### config.mk
export PLATFORM = sky130hd
export DESIGN_NAME = sfp_top
export DESIGN_NICKNAME = d
export VERILOG_FILES = /design/src/design/sfp_pkg.sv /design/src/design/sfp_top.sv /design/src/design/sfp_buf2.sv
export SDC_FILE = /design/constraint.sdc
export NUM_CORES = 1
export LEC_CHECK = 0
export BUFFER_PORTS_ARGS = -buffer_cell sky130_fd_sc_hd__buf_4
export CORE_MARGIN = 3
export CORE_UTILIZATION = 55
export CTS_CLUSTER_DIAMETER = 120
export DETAILED_ROUTE_END_ITERATION = 12
export PLACE_DENSITY = 0.84
export SYNTH_ARGS = -nofsm -noshare
export SYNTH_HDL_FRONTEND = slang
export SYNTH_SLANG_ARGS = --single-unit
export TNS_END_PERCENT = 20
### constraint.sdc
create_clock -name CLK -period 2.3 [get_ports CLK]
set_clock_uncertainty 0.15 [all_clocks]
set_input_delay 0.575 -clock CLK [delete_from_list [all_inputs] [get_ports CLK]]
set_output_delay 0.575 -clock CLK [all_outputs]
set_load 0.05 [all_outputs]
### src/design/sfp_pkg.sv
/*
 Constants shared by the serial flash pin front end and its byte buffer.
 Assumes a single system clock domain that oversamples the serial pins.
*/
package sfp_pkg;
   localparam int          BYTE_W    = 8;
   localparam int          CNT_W     = 3;
   localparam int          LVL_W     = 3;
   localparam logic [2:0]  CNT_ZERO  = 3'h0;
   localparam logic [2:0]  CNT_ONE   = 3'h1;
   localparam logic [2:0]  CNT_LAST  = 3'h7;
   localparam logic [2:0]  LVL_NONE  = 3'h0;
   localparam logic [7:0]  TX_IDLE   = 8'hFF;
   localparam logic [1:0]  FILL_ZERO = 2'h0;
   localparam logic [1:0]  FILL_ONE  = 2'h1;
   localparam logic [1:0]  FILL_FULL = 2'h2;
   // Pin sync reset: {SCK, CS_N, SI, PAUSE_N, WP_N}, chip select low
   localparam logic [4:0]  SYNC_RST  = 5'h17;
endpackage

### src/design/sfp_top.sv
/*
 Pin front end of a small serial flash: oversamples the serial pins,
 shifts bytes in and out, tracks selection, pause and write protection.
 Assumes the system clock is well above the serial clock rate and that
 the flash core supplies the busy level, region hit and outgoing bytes.
*/
`timescale 1ns/1ps
module sfp_top
   import sfp_pkg::*;
(
   // Clock and reset
   input  wire logic              CLK,
   input  wire logic              RESETN,
   // Serial pins
   input  wire logic              SCK,
   input  wire logic              CS_N,
   input  wire logic              SI,
   input  wire logic              PAUSE_N,
   input  wire logic              WP_N,
   output logic                   SO_OUT,
   output logic                   SO_OE_N,
   // Received bytes
   output logic [BYTE_W-1:0]      RX_DATA,
   output logic                   RX_VALID,
   input  wire logic              RX_READY,
   output logic                   RX_OVERRUN,
   // Bytes to send
   input  wire logic [BYTE_W-1:0] TX_DATA,
   input  wire logic              TX_VALID,
   output logic                   TX_READY,
   // Core status and protection
   input  wire logic              BUSY,
   input  wire logic              REGION_HIT,
   input  wire logic [LVL_W-1:0]  PROTECT_LEVEL,
   output logic                   SELECTED,
   output logic                   STANDBY,
   output logic                   WR_COMMIT,
   output logic                   WR_DISCARD,
   output logic                   WR_BLOCKED
);
   // Pin synchronisers: stage 1 feeds stage 2 only
   logic [4:0] s1_reg;
   logic [4:0] s2_reg;
   logic [4:0] s3_reg;
   // Chip select resets low: a pin held low gives no false fall
   always_ff @(posedge CLK or negedge RESETN) begin
      if (!RESETN) begin
         s1_reg <= SYNC_RST;
         s2_reg <= SYNC_RST;
         s3_reg <= SYNC_RST;
      end else begin
         s1_reg <= {SCK, CS_N, SI, PAUSE_N, WP_N};
         s2_reg <= s1_reg;
         s3_reg <= s2_reg;
      end
   end

   wire sck_s   = s2_reg[4];
   wire cs_n_s  = s2_reg[3];
   wire si_s    = s2_reg[2];
   wire pause_s = s2_reg[1];
   wire wp_n_s  = s2_reg[0];
   wire sck_rise = sck_s && !s3_reg[4];
   wire sck_fall = !sck_s && s3_reg[4];
   wire cs_fall  = !cs_n_s && s3_reg[3];
   wire cs_rise  = cs_n_s && !s3_reg[3];

   logic              armed_reg;
   logic [CNT_W-1:0]  bit_cnt_reg;
   logic              any_bits_reg;
   logic [BYTE_W-1:0] rx_sh_reg;
   logic [BYTE_W-1:0] tx_sh_reg;
   logic              loaded_reg;
   logic              buf_ready;

   // Selected once armed by a chip select fall, chip select low
   wire selected  = armed_reg && !cs_n_s;
   // Pause only counts while selected
   wire active    = selected && pause_s;
   wire take_bit  = active && sck_rise;
   wire byte_done = take_bit && (bit_cnt_reg == CNT_LAST);
   wire [BYTE_W-1:0] rx_next = {rx_sh_reg[BYTE_W-2:0], si_s};
   wire push      = byte_done && buf_ready;
   wire load_cs   = cs_fall;
   wire load_fall = active && sck_fall && bit_cnt_reg == CNT_ZERO &&
                    !loaded_reg;
   wire shift_out = active && sck_fall && bit_cnt_reg != CNT_ZERO;
   wire load_tx   = load_cs || load_fall;
   wire [BYTE_W-1:0] tx_byte = TX_VALID ? TX_DATA : TX_IDLE;
   wire aligned   = any_bits_reg && bit_cnt_reg == CNT_ZERO;
   wire protect   = !wp_n_s && REGION_HIT &&
                    PROTECT_LEVEL != LVL_NONE;
   wire end_frame = armed_reg && cs_rise;

   always_ff @(posedge CLK or negedge RESETN) begin
      if (!RESETN) begin
         armed_reg <= 1'b0;
      end else if (cs_fall) begin
         armed_reg <= 1'b1;
      end
   end

   // Transfer state survives a pause untouched
   always_ff @(posedge CLK or negedge RESETN) begin
      if (!RESETN) begin
         bit_cnt_reg  <= CNT_ZERO;
         any_bits_reg <= 1'b0;
         rx_sh_reg    <= '0;
      end else if (cs_fall) begin
         bit_cnt_reg  <= CNT_ZERO;
         any_bits_reg <= 1'b0;
      end else if (take_bit) begin
         bit_cnt_reg  <= bit_cnt_reg + CNT_ONE;
         any_bits_reg <= 1'b1;
         rx_sh_reg    <= rx_next;
      end
   end

   always_ff @(posedge CLK or negedge RESETN) begin
      if (!RESETN) begin
         tx_sh_reg  <= TX_IDLE;
         loaded_reg <= 1'b0;
         SO_OUT     <= 1'b1;
      end else if (load_tx) begin
         SO_OUT     <= tx_byte[BYTE_W-1];
         tx_sh_reg  <= {tx_byte[BYTE_W-2:0], 1'b1};
         loaded_reg <= 1'b1;
      end else if (shift_out) begin
         SO_OUT     <= tx_sh_reg[BYTE_W-1];
         tx_sh_reg  <= {tx_sh_reg[BYTE_W-2:0], 1'b1};
      end else if (byte_done) begin
         loaded_reg <= 1'b0;
      end
   end

   always_ff @(posedge CLK or negedge RESETN) begin
      if (!RESETN) begin
         SO_OE_N    <= 1'b1;
         SELECTED   <= 1'b0;
         STANDBY    <= 1'b0;
         TX_READY   <= 1'b0;
         RX_OVERRUN <= 1'b0;
         WR_COMMIT  <= 1'b0;
         WR_DISCARD <= 1'b0;
         WR_BLOCKED <= 1'b0;
      end else begin
         SO_OE_N    <= !active;
         SELECTED   <= selected;
         STANDBY    <= cs_n_s && !BUSY;
         TX_READY   <= load_tx && TX_VALID;
         RX_OVERRUN <= RX_OVERRUN || (byte_done && !buf_ready);
         WR_COMMIT  <= end_frame && aligned && !protect;
         WR_DISCARD <= end_frame && !aligned;
         WR_BLOCKED <= end_frame && aligned && protect;
      end
   end

   sfp_buf2 #(
      .W (BYTE_W)
   ) u_rx_buf (
      .clk       (CLK),
      .resetn    (RESETN),
      .in_data   (rx_next),
      .in_valid  (byte_done),
      .in_ready  (buf_ready),
      .out_data  (RX_DATA),
      .out_valid (RX_VALID),
      .out_ready (RX_READY)
   );

   a_no_arm_take: assert property (@(posedge CLK) disable iff (!RESETN)
      !armed_reg |-> !take_bit && SO_OE_N)
      else $error("bit taken before first select");
   a_desel_float: assert property (@(posedge CLK) disable iff (!RESETN)
      cs_n_s |=> SO_OE_N)
      else $error("output driven while deselected");
   a_pause_float: assert property (@(posedge CLK) disable iff (!RESETN)
      !pause_s |=> SO_OE_N)
      else $error("output driven during pause");
   a_pause_hold: assert property (@(posedge CLK) disable iff (!RESETN)
      (!pause_s && !cs_n_s && !cs_fall) |=> $stable(bit_cnt_reg))
      else $error("transfer state moved during pause");
   a_select_drive: assert property (@(posedge CLK) disable iff (!RESETN)
      (selected && pause_s) |=> !SO_OE_N && SELECTED)
      else $error("selected device not driving");
   a_rise_capture: assert property (@(posedge CLK) disable iff (!RESETN)
      take_bit |=> rx_sh_reg[0] == $past(si_s))
      else $error("input bit not captured on rise");
   a_fall_only: assert property (@(posedge CLK) disable iff (!RESETN)
      $changed(SO_OUT) |-> $past(sck_fall) || $past(cs_fall))
      else $error("output changed off a falling edge");
   a_byte_push: assert property (@(posedge CLK) disable iff (!RESETN)
      push |=> RX_VALID)
      else $error("completed byte not buffered");
   a_standby: assert property (@(posedge CLK) disable iff (!RESETN)
      BUSY |=> !STANDBY)
      else $error("standby while busy");
   a_commit_align: assert property (@(posedge CLK) disable iff (!RESETN)
      WR_COMMIT |-> $past(bit_cnt_reg) == CNT_ZERO && !WR_DISCARD)
      else $error("commit on partial byte");
   a_protect_blk: assert property (@(posedge CLK) disable iff (!RESETN)
      (end_frame && protect) |=> !WR_COMMIT)
      else $error("write committed into protected region");
   a_msb_first: assert property (@(posedge CLK) disable iff (!RESETN)
      (load_tx && TX_VALID) |=> SO_OUT == $past(TX_DATA[BYTE_W-1]))
      else $error("first bit sent is not the top bit");
   a_overrun_set: assert property (@(posedge CLK) disable iff (!RESETN)
      (byte_done && !buf_ready) |=> RX_OVERRUN)
      else $error("lost byte not flagged");
endmodule

### src/design/sfp_buf2.sv
/*
 Two-entry valid/ready buffer for received bytes.
 Assumes both sides run on the same clock; read data come from a register.
*/
`timescale 1ns/1ps
module sfp_buf2
   import sfp_pkg::*;
#(
   parameter int W = BYTE_W
) (
   // Clock and reset
   input  wire logic         clk,
   input  wire logic         resetn,
   // Fill side
   input  wire logic [W-1:0] in_data,
   input  wire logic         in_valid,
   output logic              in_ready,
   // Drain side
   output logic [W-1:0]      out_data,
   output logic              out_valid,
   input  wire logic         out_ready
);
   logic [W-1:0] head_reg;
   logic [W-1:0] tail_reg;
   logic [1:0]   fill_reg;
   wire          push = in_valid && in_ready;
   wire          pop  = out_valid && out_ready;

   assign in_ready  = (fill_reg != FILL_FULL);
   assign out_data  = head_reg;

   always_ff @(posedge clk or negedge resetn) begin
      if (!resetn) begin
         fill_reg  <= FILL_ZERO;
         out_valid <= 1'b0;
         head_reg <= '0;
         tail_reg <= '0;
      end else begin
         // Head holds oldest word, tail the second
         if (pop) begin
            head_reg <= (fill_reg == FILL_FULL) ? tail_reg : in_data;
         end else if (push && fill_reg == FILL_ZERO) begin
            head_reg <= in_data;
         end
         if (push && (fill_reg == FILL_FULL ||
                      (fill_reg == FILL_ONE && !pop))) begin
            tail_reg <= in_data;
         end
         // Valid kept as its own flop, equal to a non-zero fill
         if (push && !pop) begin
            fill_reg  <= fill_reg + FILL_ONE;
            out_valid <= 1'b1;
         end else if (pop && !push) begin
            fill_reg  <= fill_reg - FILL_ONE;
            out_valid <= (fill_reg != FILL_ONE);
         end
      end
   end
endmodule

==> qor.csv <==
metric,value,unit
vias in the first global route,1624,
Flop pwr share,47.9,%
Leakage,0.00155,uW
wire length per cell,15.5,um
# hold bufs at CTS,0,
"Data required, critical path",2.40,ns
RR Startpoint,bit_cnt_reg[0],
die area,5430,um2
sw power,760,uW
max-slew violation count,0,
"EDFF count, synth",0,
Max clock buf depth,2,
"Distinct cells, synth",41,
Peak VDD IR,0.541,mV
RSZ-0062 raised after global routing,false,
register area,1520,um2
# IOs,40,
# rows,23,
Slew headroom,52.0,%
starting density of the core,60.0,%
FILL cells,292,
syn nets,220,
Routed Antenna Nets,0,
post-synthesis cell count,192,
Synth Flop Type,dfrtp_1,
# setup viols final,0,
Logic pwr share,19.5,%
clock sink count,60,
drt drc,0,
Final #Nets,268,
dpl hpwl,3170,um
"most common cell after layout, fill and taps aside",dfrtp_1,
power per cell area,860,nW/um2
Via density,5.48,
Num CTS Buffers,9,
endpoints failing hold,0,
Ys Warns,0,
min Tclk post-route,2.01,ns
total gr overflow,0,
DRT iter0 DRCs,107,
H-tree depth,3,
root buf cell,clkbuf_8,
CP endpoint kind,flip-flop,
"FF+latch count, synth",60,
utilization after layout,72.4,%
clock power share,32.6,%
worst path arrival time,2.11,ns
Post-CTS Setup Repair Bufs,0,
Final Wtd Congestion,0.762,
DR vias,1617,
register-to-register setup slack,0.29,ns
Setup CP Type,reg -> reg,
Syn-to-layout area delta,20.6,%
die width,73.7,um
post-synthesis sequential area ratio,60.4,%
TritonCTS clock tree,built,
share of the synthesized area in the top cell type,41.7,%
# diodes,0,
Area contributors post-synth,"dfrtp_1 (42%), dfstp_2 (19%), mux2_1 (5.8%), nand2_1 (3.6%), mux2i_1 (3.2%)",
crit path from,bit_cnt_reg[0],
Hold Crit Class,in -> async,
Max Cap Violations,0,
fmax,0.498,GHz
Die H,73.7,um
syn_area_per_cell,13.1,um2
fraction of layout instances using a drive strength above 1,33.9,%
initial antenna violation count,0,
most frequent cells in the layout,"dfrtp_1 (42), buf_4 (41), nand2_1 (24), dfstp_2 (18), inv_1 (14)",
CP max FO,16,
type of element launching the critical path,flip-flop,
GRT Total Usage,19.1,%
multi-input logic area,913,um2
Worst-path clk slew,0.06,ns
clock latency on the worst-skew pair,0.32,ns
Synth async-reset ratio,100,%
Post-Route WL,4570,um
cell accounting for the most synthesized area,dfrtp_1,
Net Sw Frac,29.1,%
port buffer count,39,
CORE AREA,4200,um2
Pre-antenna DRT Iters,5,
first-pass GRT wire length,7650,um
setup TNS,0,ns
status,"finished, final reports clean",
largest net degree at the start of global routing,61,
Int Pwr,1860,uW
CTS resizes,0,
Mapped Area,2520,um2
Slew @ Worst Pin,0.721,ns
crit share post-route,87.3,%
==> logic make-up (layout without fill, tap and decap cells) <==
family	after synthesis	in the layout	synth area share, %
flip-flops	60	60	60.4
AND/OR/NAND/NOR	49	49	12.1
AO/OA/AOI/OAI	34	34	10.6
buffers and inverters	18	71	3.32
adder cells (fa/ha/maj)	6	6	2.98
XOR/XNOR	2	2	0.695
multiplexers	23	23	9.88
==> stage by stage <==
step / hold WS, ns / total power (uW) / area [um2] / std cells / setup WS (ns)
final: 0.162 / 2620 / 3040 / 295 / 0.292
after global routing: 0.184 / 2740 / 3040 / 295 / 0.204
after CTS: 0.176 / 2640 / 3040 / 295 / 0.291
after detailed placement: 0.197 / 1780 / 2860 / 279 / 0.321
after global placement: 0.181 / 1760 / 2860 / 279 / 0.373
after floorplan: 0.129 / 1600 / 2520 / 192 / 0.475
==> synth_stat cells (all sizes together), types with 2 or more instances <==
master and n:
and4bb 2, nor3b 2, inv 14, nand2 24, mux2 15, o21ai 11, a221o 7, ha 6
nor2b 6, nand4 2, nand2b 2, dfstp 18, and4b 2, buf 4, mux2i 8, nand3 2
nor2 2, dfrtp 42, a21oi 9
==> routing by layer <==
metal  global-route usage [%]  wire length (um)  vias to the layer above
met1                     24.6              2010                      802
met2                     29.2              2280                       35
met4                     10.9                95                        0
met5                        0                 0                        -
li1                         -                 -                      769
met3                     4.92               186                       11
==> final timing paths <==
check	end	depth (start not counted)
max	u_rx_buf.out_data[5]	6
min	u_rx_buf.out_data[6]	1
max reg2reg	u_rx_buf.out_data[5]	6
min reg2reg	s2_reg[0]	0
max in group asynchronous	s1_reg[3]	1
min in group CLK	s1_reg[2]	1
==> worst max-delay path, stage by stage (launching register included) <==
cell and delay (ns):
dfrtp_1 0.41, ha_1 0.21, ha_1 0.22, and4bb_4 0.25, a32oi_4 0.47, nand2_1 0.13, o21ai_1 0.10
==> power groups by stage <==
stage	Clock, uW	Combinational, uW	Sequential (uW)
finish	852	510	1250
global route	925	554	1270
CTS	872	514	1250
detailed placement	0	509	1270
global placement	0	494	1260
floorplan	0	221	1380
==> area by class of cell <==
| type | instances | area share (%) |
|---|---|---|
| clock inverter | 1 | 0.165 |
| clock buffer | 15 | 5.80 |
| tap | 50 | 2.06 |
| multi-input combinational | 114 | 30.0 |
| inverter | 14 | 1.73 |
| sequential | 60 | 50.1 |
| timing repair buffer | 41 | 10.1 |
No activity file was read; power rests on OpenSTA's default activity.
